File: src/verilog/acp_consts.vh
// Constants for the converter control front end: register offsets, field layout, reset values.
// Assumes a 32-bit classic Wishbone register bus with byte addresses.
`ifndef ACP_CONSTS_VH
`define ACP_CONSTS_VH
`define ACP_OFS_CONV_SC 8'h00
`define ACP_OFS_CLK_CFG 8'h04
`define ACP_OFS_PIN_LOW 8'h08
`define ACP_OFS_STATUS 8'h0C
`define ACP_CH_LSB 0
`define ACP_CH_MSB 4
`define ACP_CH_IDLE 5'h1F
`define ACP_CH_MAX 5'h1B
`define ACP_CLK_BUS 2'h0
`define ACP_CLK_HALF 2'h1
`define ACP_CLK_ALT 2'h2
`define ACP_CLK_ASYNC 2'h3
`define ACP_CONV_SC_RST 5'h1F
`define ACP_CLK_CFG_RST 2'h0
`define ACP_PIN_RST 8'h00
`define ACP_CONV_CYCLES 8'h14
`endif

File: src/verilog/acp_clk_sel.v
// Conversion clock enable selector: turns the chosen source into a one-cycle enable.
// Assumes alternate and asynchronous clock ticks arrive as pulses synchronous to clk_i.
`timescale 1ns/1ps
`include "acp_consts.vh"
module acp_clk_sel (
   input wire clk_i,
   input wire rst_i,
   input wire [1:0] sel_i,
   input wire alt_tick_i,
   input wire async_tick_i,
   output reg conv_en_o
);
   reg half;
   always @(posedge clk_i) begin
      if (rst_i) begin
         half <= 1'b0;
         conv_en_o <= 1'b0;
      end else begin
         half <= ~half;
         case (sel_i)
            `ACP_CLK_BUS: conv_en_o <= 1'b1;
            `ACP_CLK_HALF: conv_en_o <= half;
            `ACP_CLK_ALT: conv_en_o <= alt_tick_i;
            `ACP_CLK_ASYNC: conv_en_o <= async_tick_i;
            default: conv_en_o <= 1'b0;
         endcase
      end
   end
endmodule

File: src/verilog/acp_top.v
// Converter control front end: conversion restart on control write, channel select,
// conversion clock select and pin hand-over from port to analog use.
// Assumes a classic Wishbone master on clk_i; the analog core consumes the start pulse.
`timescale 1ns/1ps
`include "acp_consts.vh"
// Function
// - Any control write with byte lane 0 enabled aborts and restarts conversion unless channel field is all ones.
// - Channel field picks the analog input, up to 28 channels.
// - Two-bit clock select: bus, bus halved, alternate, asynchronous.
// - Pin control low register covers channels 0-7, bit number equals channel.
// - Bit 0 keeps port control; bit 1 hands the pin to analog use.
// - Port logic releases every pin whose pin control bit is set.
module acp_top #(
   parameter NPIN = 8,
   parameter CONV_CYCLES = 8
) (
   input wire clk_i,
   input wire rst_i,
   input wire cyc_i,
   input wire stb_i,
   input wire we_i,
   input wire [7:0] adr_i,
   input wire [3:0] sel_i,
   input wire [31:0] dat_i,
   output reg [31:0] dat_o,
   output reg ack_o,
   output reg err_o,
   input wire alt_tick_i,
   input wire async_tick_i,
   input wire [NPIN-1:0] port_out_i,
   input wire [NPIN-1:0] port_oe_i,
   output reg [NPIN-1:0] pin_out_o,
   output reg [NPIN-1:0] pin_oe_o,
   output reg [NPIN-1:0] analog_sel_o,
   output reg [4:0] channel_o,
   output reg conv_start_o,
   output reg conv_active_o,
   output reg conv_done_o
);
   // Register file and bus answer
   reg [4:0] conv_ch;
   reg [1:0] clk_sel;
   reg [NPIN-1:0] pin_ctl;
   reg [4:0] next_conv_ch;
   reg [1:0] next_clk_sel;
   reg [NPIN-1:0] next_pin_ctl;
   reg [31:0] next_dat;
   reg next_ack;
   reg next_err;

   // Conversion sequencer state
   localparam ST_IDLE = 2'b00;
   localparam ST_RUN = 2'b01;
   localparam ST_DONE = 2'b10;
   reg [1:0] state;
   reg [1:0] next_state;
   reg [7:0] cnt;
   reg [7:0] next_cnt;
   reg next_start;
   reg [4:0] next_channel;
   wire conv_en;

   // A held strobe is answered every second cycle, never twice in a row
   wire req = cyc_i & stb_i & ~ack_o & ~err_o;
   wire hit_sc = (adr_i == `ACP_OFS_CONV_SC);
   wire hit_clk = (adr_i == `ACP_OFS_CLK_CFG);
   wire hit_pin = (adr_i == `ACP_OFS_PIN_LOW);
   wire hit_stat = (adr_i == `ACP_OFS_STATUS);
   wire mapped = hit_sc | hit_clk | hit_pin | hit_stat;
   // Only the low byte holds register bits, so only its lane enable matters
   wire wr_ok = req & mapped & we_i & sel_i[0];
   wire rd_ok = req & mapped & ~we_i;
   wire wr_sc = wr_ok & hit_sc;
   wire [4:0] wr_ch = dat_i[`ACP_CH_MSB:`ACP_CH_LSB];

   acp_clk_sel u_clk_sel (
      .clk_i(clk_i),
      .rst_i(rst_i),
      .sel_i(clk_sel),
      .alt_tick_i(alt_tick_i),
      .async_tick_i(async_tick_i),
      .conv_en_o(conv_en)
   );

   // Register writes; the status word is read only
   always @* begin
      next_conv_ch = conv_ch;
      next_clk_sel = clk_sel;
      next_pin_ctl = pin_ctl;
      if (wr_ok) begin
         if (hit_sc) begin
            next_conv_ch = wr_ch;
         end
         if (hit_clk) begin
            next_clk_sel = dat_i[1:0];
         end
         if (hit_pin) begin
            next_pin_ctl = dat_i[NPIN-1:0];
         end
      end
   end

   // Read data and handshake; unused upper bits read as zero
   always @* begin
      next_ack = req & mapped;
      next_err = req & ~mapped;
      next_dat = 32'h00000000;
      if (rd_ok) begin
         case (adr_i)
            `ACP_OFS_CONV_SC: next_dat = {27'h0000000, conv_ch};
            `ACP_OFS_CLK_CFG: next_dat = {30'h00000000, clk_sel};
            `ACP_OFS_PIN_LOW: next_dat = {{(32-NPIN){1'b0}}, pin_ctl};
            default: next_dat = {30'h00000000, conv_done_o, conv_active_o};
         endcase
      end
   end

   // Bus slave: one wait state, error on unmapped address
   always @(posedge clk_i) begin
      if (rst_i) begin
         ack_o <= 1'b0;
         err_o <= 1'b0;
         dat_o <= 32'h00000000;
         conv_ch <= `ACP_CONV_SC_RST;
         clk_sel <= `ACP_CLK_CFG_RST;
         pin_ctl <= {NPIN{1'b0}};
      end else begin
         ack_o <= next_ack;
         err_o <= next_err;
         dat_o <= next_dat;
         conv_ch <= next_conv_ch;
         clk_sel <= next_clk_sel;
         pin_ctl <= next_pin_ctl;
      end
   end

   // Conversion sequencer: a control write aborts any running conversion.
   // Writing all ones parks the converter; every other code restarts it,
   // including codes above the last wired channel, which then convert nothing useful.
   always @* begin
      next_state = state;
      next_cnt = cnt;
      next_start = 1'b0;
      next_channel = channel_o;
      if (wr_sc) begin
         next_channel = wr_ch;
         if (wr_ch != `ACP_CH_IDLE) begin
            next_state = ST_RUN;
            next_start = 1'b1;
            next_cnt = CONV_CYCLES[7:0];
         end else begin
            next_state = ST_IDLE;
            next_cnt = 8'h00;
         end
      end else begin
         case (state)
            ST_IDLE: begin
               next_state = ST_IDLE;
            end
            ST_RUN: begin
               // Counts only on enables, so a silent clock source stalls the conversion
               if (conv_en) begin
                  next_cnt = cnt - 8'h01;
                  if (cnt == 8'h01) begin
                     next_state = ST_DONE;
                  end
               end
            end
            ST_DONE: begin
               next_state = ST_DONE;
            end
            default: begin
               next_state = ST_IDLE;
               next_cnt = 8'h00;
            end
         endcase
      end
   end

   // Status outputs are decoded from the next state so they leave flip-flops
   always @(posedge clk_i) begin
      if (rst_i) begin
         state <= ST_IDLE;
         cnt <= 8'h00;
         conv_start_o <= 1'b0;
         conv_active_o <= 1'b0;
         conv_done_o <= 1'b0;
         channel_o <= `ACP_CONV_SC_RST;
      end else begin
         state <= next_state;
         cnt <= next_cnt;
         conv_start_o <= next_start;
         conv_active_o <= (next_state == ST_RUN);
         conv_done_o <= (next_state == ST_DONE);
         channel_o <= next_channel;
      end
   end

   // Pin hand-over per channel
   genvar i;
   generate
      for (i = 0; i < NPIN; i = i + 1) begin : g_pin
         always @(posedge clk_i) begin
            if (rst_i) begin
               pin_out_o[i] <= 1'b0;
               pin_oe_o[i] <= 1'b0;
               analog_sel_o[i] <= 1'b0;
            end else begin
               analog_sel_o[i] <= pin_ctl[i];
               pin_out_o[i] <= pin_ctl[i] ? 1'b0 : port_out_i[i];
               pin_oe_o[i] <= pin_ctl[i] ? 1'b0 : port_oe_i[i];
            end
         end
      end
   endgenerate
endmodule
File: config.mk
export PLATFORM = sky130hd
export DESIGN_NAME = acp_top
export DESIGN_NICKNAME = d
export VERILOG_FILES = /design/src/verilog/acp_clk_sel.v /design/src/verilog/acp_top.v
export VERILOG_INCLUDE_DIRS = /design/src /design/src/verilog
export SDC_FILE = /design/constraint.sdc
export NUM_CORES = 1
export LEC_CHECK = 0
export BUFFER_PORTS_ARGS = -buffer_cell sky130_fd_sc_hd__buf_2
export CAP_MARGIN = 20
export CORE_ASPECT_RATIO = 0.8
export CORE_MARGIN = 2
export CORE_UTILIZATION = 48
export CTS_CLUSTER_SIZE = 25
export DETAILED_ROUTE_END_ITERATION = 7
export PLACE_DENSITY = 0.88
export SLEW_MARGIN = 40
export SYNTH_ARGS = -nofsm -noshare
export SYNTH_HDL_FRONTEND = slang
export SYNTH_HIERARCHICAL = 1
export SYNTH_SLANG_ARGS = --single-unit
File: constraint.sdc
create_clock -name clk_i -period 3.87 [get_ports clk_i]
set_input_delay 0.1935 -clock clk_i [delete_from_list [all_inputs] [get_ports clk_i]]
set_output_delay 0.1935 -clock clk_i [all_outputs]
set_load 0.02 [all_outputs]
; ---- Word level (Yosys, flattened, before mapping)
; Index checks and enable logic that the tools add are counted.
[word_totals]
regBits = 93
out_inout_bits = 66
wordCells = 102
[classes]
add_sub_neg = 1
n_eq_ne = 14
muxes = 12
bitwise_logic = 19
n_reduce_logical = 18
[ops]
columns = op, n
row1 = 8-bit case mux with 3 select lines, 1
row2 = 2-bit OR reduction, 11
row3 = "8-bit by 4-bit equality test with 1-bit output, second input constant", 2
row4 = 8-bit two-way mux, 2
row5 = 8-bit case mux with 2 select lines, 1
row6 = 1-bit bitwise AND, 9
row7 = "2-bit equality test, second input constant", 4
row8 = "8-bit by 1-bit equality test with 1-bit output, second input constant", 1
row9 = "8-bit by 3-bit equality test with 1-bit output, second input constant", 1
row10 = 8-bit logical NOT, 1
row11 = 2-bit AND reduction, 4
row12 = "8-bit by 1-bit subtractor with 8-bit output, second input constant", 1
row13 = 1-bit inverter, 7
row14 = "2-bit by 1-bit equality test with 1-bit output, second input constant", 3
row15 = 2-bit two-way mux, 3
row16 = "5-bit != test, second input constant", 1
row17 = 2-bit logical NOT, 2
row18 = 4-bit two-way mux, 1
row19 = 1-bit case mux with 4 select lines, 1
row20 = 2-bit case mux with 2 select lines, 1
row21 = "3-bit by 2-bit != test with 1-bit output, second input constant", 1
row22 = 1-bit OR, 3
row23 = 1-bit two-way mux, 2
row24 = "2-bit by 1-bit != test with 1-bit output, second input constant", 1

; ---- Logic depth before layout (Yosys ltp)
; Gate-level depths: netlist of the first run.
[logic_depth]
word_depth = 10
depth_mapped = 8

; ---- By module
; The synthesis of the first run kept the hierarchy.
[modules_own_cells]
columns = module, instances, cells_each, area_each_um2
row1 = acp_top, 1, 256, 2503.7
row2 = acp_clk_sel, 1, 6, 78.8

; ---- Least setup slack after synthesis of the first run
; OpenSTA, ideal clock, no wires.
[synth_path]
path_kind = reg-to-reg
startpoint = register err_o
endpoint = register pin_ctl[7]
t_arrival_ns = 1.460
setup_slack_ns = 2.282
path_stages_with_launch = 6
synth_period_minus_slack_ns = 1.588
path_cell_list = dfxtp_1 > and4bb_2 > nand4b_1 > nor2_4 > mux2i_1 > nor2_1
[synth_via]
elab_chain_cells = 6
[synth_lines]
columns = item, line_no
row1 = start: declaration, acp_top.v:27  ; output reg err_o,
row2 = start signal: assignment, acp_top.v:129  ; err_o <= next_err;
row3 = 1-bit inverter, acp_top.v:64  ; wire req = cyc_i & stb_i & ~ack_o & ~err_o;
row4 = 1-bit bitwise AND, acp_top.v:64
row5 = 1-bit bitwise AND (3 in a row), acp_top.v:71  ; wire wr_ok = req & mapped & we_i & sel_i[0];
row6 = 2-bit AND reduction (no source line), n/a
row7 = end signal: assignment, acp_top.v:126  ; pin_ctl <= {NPIN{1'b0}};
row8 = end signal: assignment, acp_top.v:133  ; pin_ctl <= next_pin_ctl;
row9 = end: declaration, acp_top.v:43  ; reg [NPIN-1:0] pin_ctl;
; Every way passes these cells.
; A chain may end at the register's enable or synchronous reset.

; ---- Worst setup path after layout of the first run
[layout_path]
startpoint = register err_o
endpoint = register cnt[7]
[layout_via]
elab_chain_cells = 8
[layout_lines]
columns = item, line_no
row1 = 1-bit inverter (*), acp_top.v:64
row2 = 1-bit bitwise AND (*), acp_top.v:64
row3 = 1-bit bitwise AND (*) (3 in a row), acp_top.v:71
row4 = 1-bit bitwise AND (*), acp_top.v:73  ; wire wr_sc = wr_ok & hit_sc;
row5 = 3-bit by 2-bit != test with 1-bit output (no source line) / 2-bit by 1-bit != test with 1-bit output (equally long branches), n/a
row6 = 2-bit AND reduction (no source line), n/a
row7 = end signal: assignment, acp_top.v:191  ; cnt <= next_cnt;
row8 = end: declaration, acp_top.v:57  ; reg [7:0] cnt;
; Every way passes the cells marked *; elsewhere a longest branch is shown, timed or not.

==> results of run 1 <==
[final timing paths]
check | from | end | slack [ns] | depth (start not counted)
max | err_o | cnt[7] | 1.90 | 5
min | dat_i[6] | pin_ctl[6] | 0.10 | 3
max reg2reg | err_o | cnt[7] | 1.90 | 5
min reg2reg | u_clk_sel/half | u_clk_sel/half | 0.44 | 1
[power by group through the flow]
| stage | Sequential (mW) | Clock, mW | Combinational (mW) |
|---|---|---|---|
| 2_1_floorplan | 0.699 | 0 | 0.0672 |
| 3_3_place_gp | 0.686 | 0 | 0.0946 |
| 3_5_place_dp | 0.687 | 0 | 0.0963 |
| 4_1_cts | 0.672 | 0.648 | 0.0968 |
| 5_1_grt | 0.672 | 0.678 | 0.105 |
| 6_report | 0.672 | 0.637 | 0.0975 |
[flip-flops by register name, summed over array words and instances, names as in the netlist, 2 cells and up]
name          count
pin_oe_o          8
dat_o             8
cnt               8
state             2
pin_out_o         8
analog_sel_o      8
pin_ctl           8
clk_sel           2
conv_ch           5
[final cells by class]
cell class	instances	area, µm²	area share
Sequential cell	64	1280	0.405
Clock inverter	6	91.3	0.0289
Inverter	5	18.8	0.00594
Clock buffer	10	138	0.0435
Multi-Input combinational cell	182	1150	0.363
Timing Repair Buffer	81	408	0.129
Tap cell	62	77.6	0.0245
[through the flow]
step                      hold WS, ns  area [µm²]  setup slack, ns  utilization  total power, mW
after floorplan                 0.258        2670             2.28            -            0.766
after detailed placement        0.432        2930             1.84        0.575            0.783
final                           0.102        3160             1.90        0.620             1.41
after global placement          0.419        2930             1.83        0.575            0.781
after CTS                      0.0903        3160             1.86        0.620             1.42
after global routing           0.0922        3160             1.70        0.620             1.46
[worst max-delay path: stages (launching register included)]
cell                       delay [ns]
sky130_fd_sc_hd__dfxtp_1         0.31
sky130_fd_sc_hd__and4bb_2        0.35
sky130_fd_sc_hd__nand4_1         0.45
sky130_fd_sc_hd__nand2b_1        0.45
sky130_fd_sc_hd__a21o_1          0.21
sky130_fd_sc_hd__nor2_1          0.08
[layer usage]
metal,vias to the layer above,share of wire,track usage
met1,945,0.41,0.210
met4,0,0.028,0.104
met3,16,0.084,0.0714
li1,1006,-,-
met2,98,0.48,0.307
met5,-,0,0
[cell families after synthesis]
logic type | Yosys count
other | 1
muxes | 16
xor gates and xnor gates | 4
adders and majority gates | 5
buffers and inverters | 39
and+or+nand+nor | 109
DFF | 64
AOI/OAI and AO/OA | 24
[placed cells by master, fill, tap and decap left out, types with 2 or more instances in the layout]
cell / count
sky130_fd_sc_hd__and4bb_2: 2
sky130_fd_sc_hd__inv_1: 5
sky130_fd_sc_hd__a21oi_1: 11
sky130_fd_sc_hd__a21o_1: 3
sky130_fd_sc_hd__o22ai_1: 3
sky130_fd_sc_hd__nor2b_1: 8
sky130_fd_sc_hd__nand2b_1: 4
sky130_fd_sc_hd__o21ai_0: 2
sky130_fd_sc_hd__conb_1: 24
sky130_fd_sc_hd__nor3b_1: 17
sky130_fd_sc_hd__xnor2_1: 4
sky130_fd_sc_hd__mux2_2: 2
sky130_fd_sc_hd__nor3_1: 5
sky130_fd_sc_hd__mux2i_1: 14
sky130_fd_sc_hd__a211oi_1: 3
sky130_fd_sc_hd__nand3_1: 3
sky130_fd_sc_hd__nor3b_2: 2
sky130_fd_sc_hd__or3_1: 3
sky130_fd_sc_hd__ha_1: 5
sky130_fd_sc_hd__dfxtp_1: 64
sky130_fd_sc_hd__nand4_1: 3
sky130_fd_sc_hd__nor2_1: 29
sky130_fd_sc_hd__bufinv_16: 2
sky130_fd_sc_hd__nor4_1: 2
sky130_fd_sc_hd__clkbuf_8: 10
sky130_fd_sc_hd__buf_2: 80
sky130_fd_sc_hd__and3_1: 5
sky130_fd_sc_hd__clkinvlp_4: 3
sky130_fd_sc_hd__nand2_1: 14
sky130_fd_sc_hd__nand3b_1: 5
==> reports/qor.csv, run 1 <==
stage,metric,value,unit
die,total number of placement rows,23,
clocking,post-cts resize count,0,
run,total of max-cap violations,0,
logic_synthesis,most used flip-flop cell after synthesis,sky130_fd_sc_hd__dfxtp_1,
placement,total half-perimeter wirelength after legalization and detailed placement,3.95,mm
logic_synthesis,post-synthesis mux area share,0.0630,
clocking,root cell of the clock tree,sky130_fd_sc_hd__clkbuf_8,
clocking,clock buffer count from CTS,9,
die,Std-Cell Core Area,5090,µm²
detailed_routing,sum of routed wire length over all layers,5.44,mm
die,vertical extent of the die,69.6,µm
placement,dpl cells,394,
sta,sum of negative setup slack,0,ns
sta,final-report hold violation count,0,
power,switching part of the total power,0.229,
cells_and_area,share of layout cells above drive strength 1,0.313,
detailed_routing,DRC violation count after routing,0,
power,largest vdd supply drop,212,µV
logic_synthesis,Area contributors post-synth,"sky130_fd_sc_hd__dfxtp_1, sky130_fd_sc_hd__buf_4, sky130_fd_sc_hd__mux2i_1",
worst_setup_path,Worst Path Arrival,2.19,ns
detailed_routing,initial detailed-routing violation count,126,
logic_synthesis,Yosys warning total,6,
min_path,type of the tightest min-delay check,in2reg,
power,portion of total power attributed to the clock network,0.453,
sta,post-layout minimum cycle time,1.97,ns
sta,Worst Skew,0.00688,ns
logic_synthesis,area of the mapped netlist,2580,µm²
grt,wire length of the first global-routing pass,8.86,mm
sta,count of final max-slew check failures,0,
clocking,Post-CTS Hold Fix Bufs,0,
placement,last weighted congestion value of the routability-driven placer,0.839,
clocking,clock transition time at the flip-flop clock pins of the worst setup and hold paths,0.07,ns
cells_and_area,Filler Cells Inserted,408,
die,area enclosed by the die boundary,5990,µm²
logic_synthesis,Synth area leader,sky130_fd_sc_hd__dfxtp_1,
sta,Slew Limit Headroom,0.539,
clocking,CTS sink count,64,
cells_and_area,antenna diode count,0,
logic_synthesis,most frequent cell after synthesis,sky130_fd_sc_hd__dfxtp_1,
worst_setup_path,data required time of the worst path,4.09,ns
detailed_routing,DR vias,2065,
logic_synthesis,mean instance size in the synthesized netlist,9.86,µm²
grt,pin count of the biggest net entering global routing,50,
sta,share of the clock period used by the worst path,0.509,
run_status,result of the run,completed,
sta,final count of negative-setup-slack endpoints,0,
detailed_routing,first-pass iteration count of the detailed router,4,
clocking,CTS tree,built,
grt,antenna violations before repair,0,
grt,vias in the first global route,1977,
cells_and_area,Final Net Count,415,
logic_synthesis,area share of xor/xnor cells in the synthesized design,0.0136,
die,I/O pin total,133,
logic_synthesis,share of synthesized registers carrying an async set or reset,0,
power,power density over the cells,445,nW/µm²
cells_and_area,signed area change from the synthesized netlist to the final layout,22.4,%
cells_and_area,"count of placed standard cells in the final layout, fillers left out",410,
power,logic gate share of total power,0.069,
clocking,insertion delay to the later sink of the worst-skew pair,0.33,ns
detailed_routing,Via density,5.04,
clocking,Max clock buf depth,2,
logic_synthesis,dominant combinational cell family by area after synthesis,simple AND/OR/NAND/NOR gates,
power,Lkg Pwr,1.43,nW
clocking,count of H-tree levels built during CTS,3,
logic_synthesis,number of instances in the synthesized netlist,262,
die,initial cell density of the core,0.507,
detailed_routing,"antenna viol nets, final",0,
logic_synthesis,Post-Synth Simple-Gate Area,0.251,
die,Die Span X,86.0,µm
logic_synthesis,share of the synthesized area in compound gates (AO/OA/AOI/OAI),0.0567,
grt,residual overflow from global routing,0,
grt,combined global-route utilization of all metal layers,0.188,
placement,port buffer count,81,
logic_synthesis,cell types with the highest counts after synthesis,"sky130_fd_sc_hd__dfxtp_1, sky130_fd_sc_hd__nor2_1, sky130_fd_sc_hd__buf_4",
logic_synthesis,"Seq/Total Area, Yosys",0.496,
sta,RSZ-0062 raised after global routing,false,
power,total internal power,1.08,mW
power,net load switching power,0.322,mW
worst_setup_path,highest net fanout along the worst path,13,
clocking,setup repair bufs after CTS,0,
sta,achievable frequency,508,MHz
logic_synthesis,number of synthesized register bits,64,
logic_synthesis,distinct cell type count of the synthesized netlist,38,
worst_setup_path,worst setup path class,reg2reg,
logic_synthesis,count of flip-flops with a built-in enable after synthesis,0,
power,sequential power share,0.478,
sta,worst-margin pin slew,0.687,ns
worst_setup_path,capturing element type of the critical path,flop,
worst_setup_path,Critical Path Start Type,flop,
detailed_routing,WL/cell,13.3,µm
logic_synthesis,"arithmetic-cell share of the synthesized area counting full adders, half adders and majority gates",0.0242,
logic_synthesis,portion of synthesized cell area occupied by the leading cell type,0.496,
Note: power is estimated with default switching activity, not from simulation.
==> run 2: changes to the inputs <==
Settings changed: CORE_UTILIZATION 48 to 45, PLACE_DENSITY 0.88 to 0.83.
Clock period 3.87 ns to 2 ns, I/O delays scaled along.
==> reports/qor.csv, run 2 (synthesized netlist as in run 1, its figures left out) <==
stage,metric,value,unit,change
die,initial cell density of the core,0.470,,-0.0371
grt,wire length of the first global-routing pass,8.99,mm,+1.5%
die,vertical extent of the die,71.8,µm,+3.1%
cells_and_area,"leading cell type in the layout, fill and taps excluded",sky130_fd_sc_hd__buf_2,,
placement,dpl cells,413,,+4.8%
clocking,CTS sink count,64,,unchanged
sta,share of the clock period used by the worst path,0.882,,+0.373
min_path,destination of the worst hold path,pin_ctl[5],,
sta,final count of negative-setup-slack endpoints,0,,unchanged
sta,Worst Skew,0.00690,ns,+0.0000219 ns
cells_and_area,area of all placed cells without fillers,3210,µm²,+1.7%
grt,residual overflow from global routing,0,,unchanged
sta,final-report hold violation count,0,,unchanged
clocking,count of H-tree levels built during CTS,3,,unchanged
clocking,clock transition time at the flip-flop clock pins of the worst setup and hold paths,0.07,ns,about the same
run_status,result of the run,completed,,
power,Lkg Pwr,1.45,nW,+1.5%
placement,port buffer count,81,,unchanged
worst_setup_path,capturing element type of the critical path,flop,,
sta,post-layout minimum cycle time,1.76,ns,-0.205 ns
power,largest vdd supply drop,309,µV,+46%
worst_setup_path,Worst Path Arrival,1.98,ns,-0.21 ns
clocking,CTS tree,built,,
worst_setup_path,data required time of the worst path,2.22,ns,-1.87 ns
clocking,Post-CTS Hold Fix Bufs,0,,unchanged
detailed_routing,Via density,4.83,,-4.1%
grt,vias in the first global route,1924,,-2.7%
clocking,root cell of the clock tree,sky130_fd_sc_hd__clkbuf_8,,
sta,count of final max-slew check failures,0,,unchanged
detailed_routing,WL/cell,13.2,µm,-0.92%
clocking,insertion delay to the later sink of the worst-skew pair,0.33,ns,about the same
worst_setup_path,worst reg-to-reg path cell count,8,,+3
run,total of max-cap violations,0,,unchanged
die,I/O pin total,133,,unchanged
placement,last weighted congestion value of the routability-driven placer,0.792,,-5.6%
detailed_routing,DRC violation count after routing,0,,unchanged
detailed_routing,first-pass iteration count of the detailed router,5,,+1
worst_setup_path,capturing point of the worst reg2reg path,cnt[4],,
detailed_routing,"antenna viol nets, final",0,,unchanged
die,Std-Cell Core Area,5500,µm²,+7.9%
worst_setup_path,Critical Path Source,state[0],,
worst_setup_path,highest net fanout along the worst path,10,,-3
min_path,hold wc startpoint,dat_i[5],,
min_path,type of the tightest min-delay check,in2reg,,
sta,worst setup slack after layout,0.236,ns,-1.67 ns
cells_and_area,"count of placed standard cells in the final layout, fillers left out",428,,+4.4%
worst_setup_path,Critical Path Start Type,flop,,
power,power density over the cells,878,nW/µm²,+97%
sta,achievable frequency,567,MHz,+12%
detailed_routing,DR vias,2068,,+0.15%
grt,combined global-route utilization of all metal layers,0.186,,-0.00232
worst_setup_path,Worst R2R Start,state[0],,
cells_and_area,Final Net Count,418,,+0.72%
placement,pre-CTS setup slack,0.229,ns,-1.61 ns
sta,RSZ-0062 raised after global routing,false,,
min_path,cell depth of the worst hold path,3,,unchanged
worst_setup_path,worst setup path class,reg2reg,,
clocking,setup repair bufs after CTS,0,,unchanged
grt,antenna violations before repair,0,,unchanged
detailed_routing,sum of routed wire length over all layers,5.63,mm,+3.4%
cells_and_area,antenna diode count,0,,unchanged
sta,sum of negative setup slack,0,ns,unchanged
die,total number of placement rows,24,,+4.3%
worst_setup_path,Register-to-Register Setup Slack,0.24,ns,-1.67 ns
sta,worst-margin pin slew,0.550,ns,-0.138 ns
sta,worst hold margin,0.0175,ns,-0.0842 ns
cells_and_area,"commonest cells after routing, fill and taps aside","sky130_fd_sc_hd__buf_2, sky130_fd_sc_hd__dfxtp_1, sky130_fd_sc_hd__nor2_1",,
cells_and_area,share of layout cells above drive strength 1,0.320,,+0.00678
placement,post-placement cell area,2970,µm²,+1.5%
die,Die Span X,88.7,µm,+3.1%
detailed_routing,initial detailed-routing violation count,73,,-42%
die,area enclosed by the die boundary,6360,µm²,+6.3%
clocking,Max clock buf depth,2,,unchanged
clocking,clock buffer count from CTS,9,,unchanged
cells_and_area,signed area change from the synthesized netlist to the final layout,24.5,%,
sta,Slew Limit Headroom,0.631,,+0.0921
placement,total half-perimeter wirelength after legalization and detailed placement,4.08,mm,+3.4%
grt,pin count of the biggest net entering global routing,43,,-14%
run 2: cell type report:
class,instances,area (µm²)
fillers,470,2280
clock inverters,5,105
clock buffers,10,138
multi-input cells,182,1150
inverters,5,18.8
flip-flops and latches,64,1280
well taps,78,97.6
repair buffers,84,428
run 2: metal layers:
metal,vias to the layer above,share of wire,GRT usage,routed length (µm)
met5,-,0,0,0
met4,0,0.034,0.116,189
met3,16,0.068,0.0495,385
met2,86,0.47,0.302,2670
met1,957,0.42,0.217,2390
li1,1009,-,-,-
run 2: worst max path at each step:
| stage | to | slack, ns |
|---|---|---|
| final | cnt[4] | 0.24 |
| after detailed placement | cnt[4] | 0.23 |
| after global routing | cnt[4] | 0.007 |
| after global placement | cnt[7] | 0.31 |
| after floorplan | pin_ctl[7] | 0.41 |
| after CTS | cnt[4] | 0.21 |
run 2: where the power goes:
group	internal (mW)	total (mW)	switching, mW
Sequential	1.29	1.30	0.00517
Combinational	0.0657	0.191	0.126
Clock	0.855	1.33	0.476
run 2: critical path, cell delays in order (launching register included):
cell	delay [ns]
sky130_fd_sc_hd__dfxtp_1	0.36
sky130_fd_sc_hd__inv_1	0.07
sky130_fd_sc_hd__ha_1	0.22
sky130_fd_sc_hd__nor2_1	0.16
sky130_fd_sc_hd__o21ai_0	0.16
sky130_fd_sc_hd__buf_4	0.20
sky130_fd_sc_hd__a211oi_1	0.28
sky130_fd_sc_hd__xnor2_1	0.15
sky130_fd_sc_hd__nor2_1	0.06
run 2: repair_timing:
item,4_1_cts,5_1_grt
hold endpoints to repair,0,0
setup endpoints to repair,0,1
resized for setup,0,1
run 2: stage by stage:
step	utilization	power, mW
3_5_place_dp	0.541	1.52
3_3_place_gp	0.541	1.51
5_1_grt	0.585	2.91
4_1_cts	0.585	2.84
2_1_floorplan	-	1.48
6_report	0.585	2.82
==> run 3: changes to the inputs <==
Settings changed: CORE_UTILIZATION 45 to 47, CTS_BUF_LIST set to sky130_fd_sc_hd__clkbuf_8, PLACE_DENSITY 0.83 to 0.87.
==> reports/qor.csv, run 3 (synthesized netlist as in run 1, its figures left out) <==
stage,metric,value,unit,change
run_status,result of the run,completed,,
detailed_routing,"antenna viol nets, final",0,,unchanged
run,total of max-cap violations,0,,unchanged
clocking,CTS tree,built,,
power,net load switching power,0.653,mW,+7.7%
cells_and_area,"count of placed standard cells in the final layout, fillers left out",427,,-0.23%
sta,worst hold margin,0.00675,ns,-0.0108 ns
grt,pin count of the biggest net entering global routing,45,,+4.7%
power,portion of total power attributed to the clock network,0.399,,-0.073
sta,Slew Limit Headroom,0.615,,-0.0160
min_path,type of the tightest min-delay check,in2reg,,
cells_and_area,share of layout cells above drive strength 1,0.309,,-0.0106
placement,post-placement cell area,2960,µm²,-0.55%
sta,post-layout minimum cycle time,1.76,ns,-0.00705 ns
detailed_routing,WL/cell,13.5,µm,+2.3%
grt,antenna violations before repair,0,,unchanged
clocking,post-cts resize count,0,,unchanged
placement,dpl cells,400,,-3.1%
sta,Worst Skew,0.00770,ns,+0.000805 ns
sta,achievable frequency,569,MHz,+0.40%
cells_and_area,antenna diode count,0,,unchanged
die,initial cell density of the core,0.480,,+0.0105
grt,combined global-route utilization of all metal layers,0.191,,+0.00493
clocking,clock transition time at the flip-flop clock pins of the worst setup and hold paths,0.07,ns,about the same
sta,worst-margin pin slew,0.574,ns,+0.0238 ns
worst_setup_path,capturing element type of the critical path,flop,,
cells_and_area,"leading cell type in the layout, fill and taps excluded",sky130_fd_sc_hd__buf_2,,
worst_setup_path,data required time of the worst path,2.24,ns,+0.02 ns
clocking,Max clock buf depth,2,,unchanged
detailed_routing,DR vias,2093,,+1.2%
worst_setup_path,highest net fanout along the worst path,8,,-2
cells_and_area,Final Net Count,429,,+2.6%
sta,final-report hold violation count,0,,unchanged
clocking,count of H-tree levels built during CTS,3,,unchanged
sta,sum of negative setup slack,0,ns,unchanged
die,total number of placement rows,24,,unchanged
power,largest vdd supply drop,354,µV,+14%
die,I/O pin total,133,,unchanged
cells_and_area,Layout Utilization,0.604,,+0.0191
placement,pre-CTS setup slack,0.299,ns,+0.0691 ns
power,logic gate share of total power,0.083,,+0.015
grt,vias in the first global route,1923,,-0.052%
die,area enclosed by the die boundary,6110,µm²,-4.0%
sta,RSZ-0062 raised after global routing,false,,
sta,worst setup slack after layout,0.243,ns,+0.00705 ns
clocking,root cell of the clock tree,sky130_fd_sc_hd__clkbuf_8,,
die,vertical extent of the die,70.3,µm,-2.0%
cells_and_area,signed area change from the synthesized netlist to the final layout,25.7,%,
worst_setup_path,Worst Path Arrival,1.99,ns,about the same
power,switching part of the total power,0.260,,+0.0451
cells_and_area,"commonest cells after routing, fill and taps aside","sky130_fd_sc_hd__buf_2, sky130_fd_sc_hd__dfxtp_1, sky130_fd_sc_hd__nor2_1",,
detailed_routing,DRC violation count after routing,0,,unchanged
detailed_routing,first-pass iteration count of the detailed router,5,,unchanged
power,sequential power share,0.518,,+0.057
power,total internal power,1.86,mW,-16%
cells_and_area,area of all placed cells without fillers,3250,µm²,+1.0%
worst_setup_path,Critical Path Start Type,flop,,
clocking,CTS sink count,64,,unchanged
worst_setup_path,worst setup path class,reg2reg,,
clocking,setup repair bufs after CTS,0,,unchanged
die,Die Span X,86.9,µm,-2.1%
placement,port buffer count,81,,unchanged
detailed_routing,sum of routed wire length over all layers,5.75,mm,+2.1%
placement,last weighted congestion value of the routability-driven placer,0.849,,+7.2%
grt,residual overflow from global routing,0,,unchanged
clocking,insertion delay to the later sink of the worst-skew pair,0.35,ns,+0.02 ns
power,Lkg Pwr,1.46,nW,+0.82%
detailed_routing,initial detailed-routing violation count,119,,+63%
placement,total half-perimeter wirelength after legalization and detailed placement,4.09,mm,+0.15%
power,power consumption,2.51,mW,-11%
sta,count of final max-slew check failures,0,,unchanged
sta,final count of negative-setup-slack endpoints,0,,unchanged
cells_and_area,Filler Cells Inserted,434,,-7.7%
sta,share of the clock period used by the worst path,0.878,,-0.00352
die,Std-Cell Core Area,5380,µm²,-2.2%
detailed_routing,Via density,4.90,,+1.4%
clocking,clock buffer count from CTS,9,,unchanged
power,power density over the cells,773,nW/µm²,-12%
grt,wire length of the first global-routing pass,8.94,mm,-0.53%
[run 3: worst max-delay path, cell delays in order, from the launching register on]
cell and delay [ns]:
sky130_fd_sc_hd__dfxtp_1 0.32, sky130_fd_sc_hd__and4bb_2 0.36, sky130_fd_sc_hd__nand4_1 0.33, sky130_fd_sc_hd__nand2b_1 0.37, sky130_fd_sc_hd__a21o_1 0.20, sky130_fd_sc_hd__nor2_1 0.07
[run 3: what timing repair did]
item | in CTS | in global routing
endpoints found under the hold margin | 12 | 0
hold buffers | 11 | 0
endpoints found under the setup margin | 0 | 0
[run 3: routing by layer]
| metal | global-route usage | wire length [µm] | vias to the layer above |
|---|---|---|---|
| met5 | 0 | 0 | - |
| met3 | 0.0733 | 418 | 8 |
| li1 | - | - | 1034 |
| met4 | 0.0972 | 75 | 0 |
| met1 | 0.206 | 2340 | 954 |
| met2 | 0.321 | 2910 | 97 |
[run 3: final cells by class]
cell class                      count  area (µm²)  area share
Inverter                            5        18.8     0.00578
Tap cell                           65        81.3      0.0250
Timing Repair Buffer               95         538       0.166
Clock buffer                       10         138      0.0424
Multi-Input combinational cell    182        1150       0.353
Sequential cell                    64        1280       0.395
Clock inverter                      6        43.8      0.0135
[run 3: final timing paths]
| path | start | end | slack [ns] | cells past startpoint |
|---|---|---|---|---|
| hold / removal | port_oe_i[7] | pin_oe_o[7] | 0.007 | 2 |
| setup reg to reg | err_o | cnt[4] | 0.24 | 5 |
| setup / recovery | err_o | cnt[4] | 0.24 | 5 |
| hold reg to reg | u_clk_sel/half | u_clk_sel/half | 0.44 | 1 |
[run 3: power by group through the flow]
stage | clock (mW) | sequential, mW | combinational, mW
after floorplan | 0 | 1.35 | 0.130
after global placement | 0 | 1.33 | 0.185
after detailed placement | 0 | 1.33 | 0.188
after CTS | 1.02 | 1.30 | 0.206
after global routing | 1.08 | 1.30 | 0.222
final | 1.00 | 1.30 | 0.208
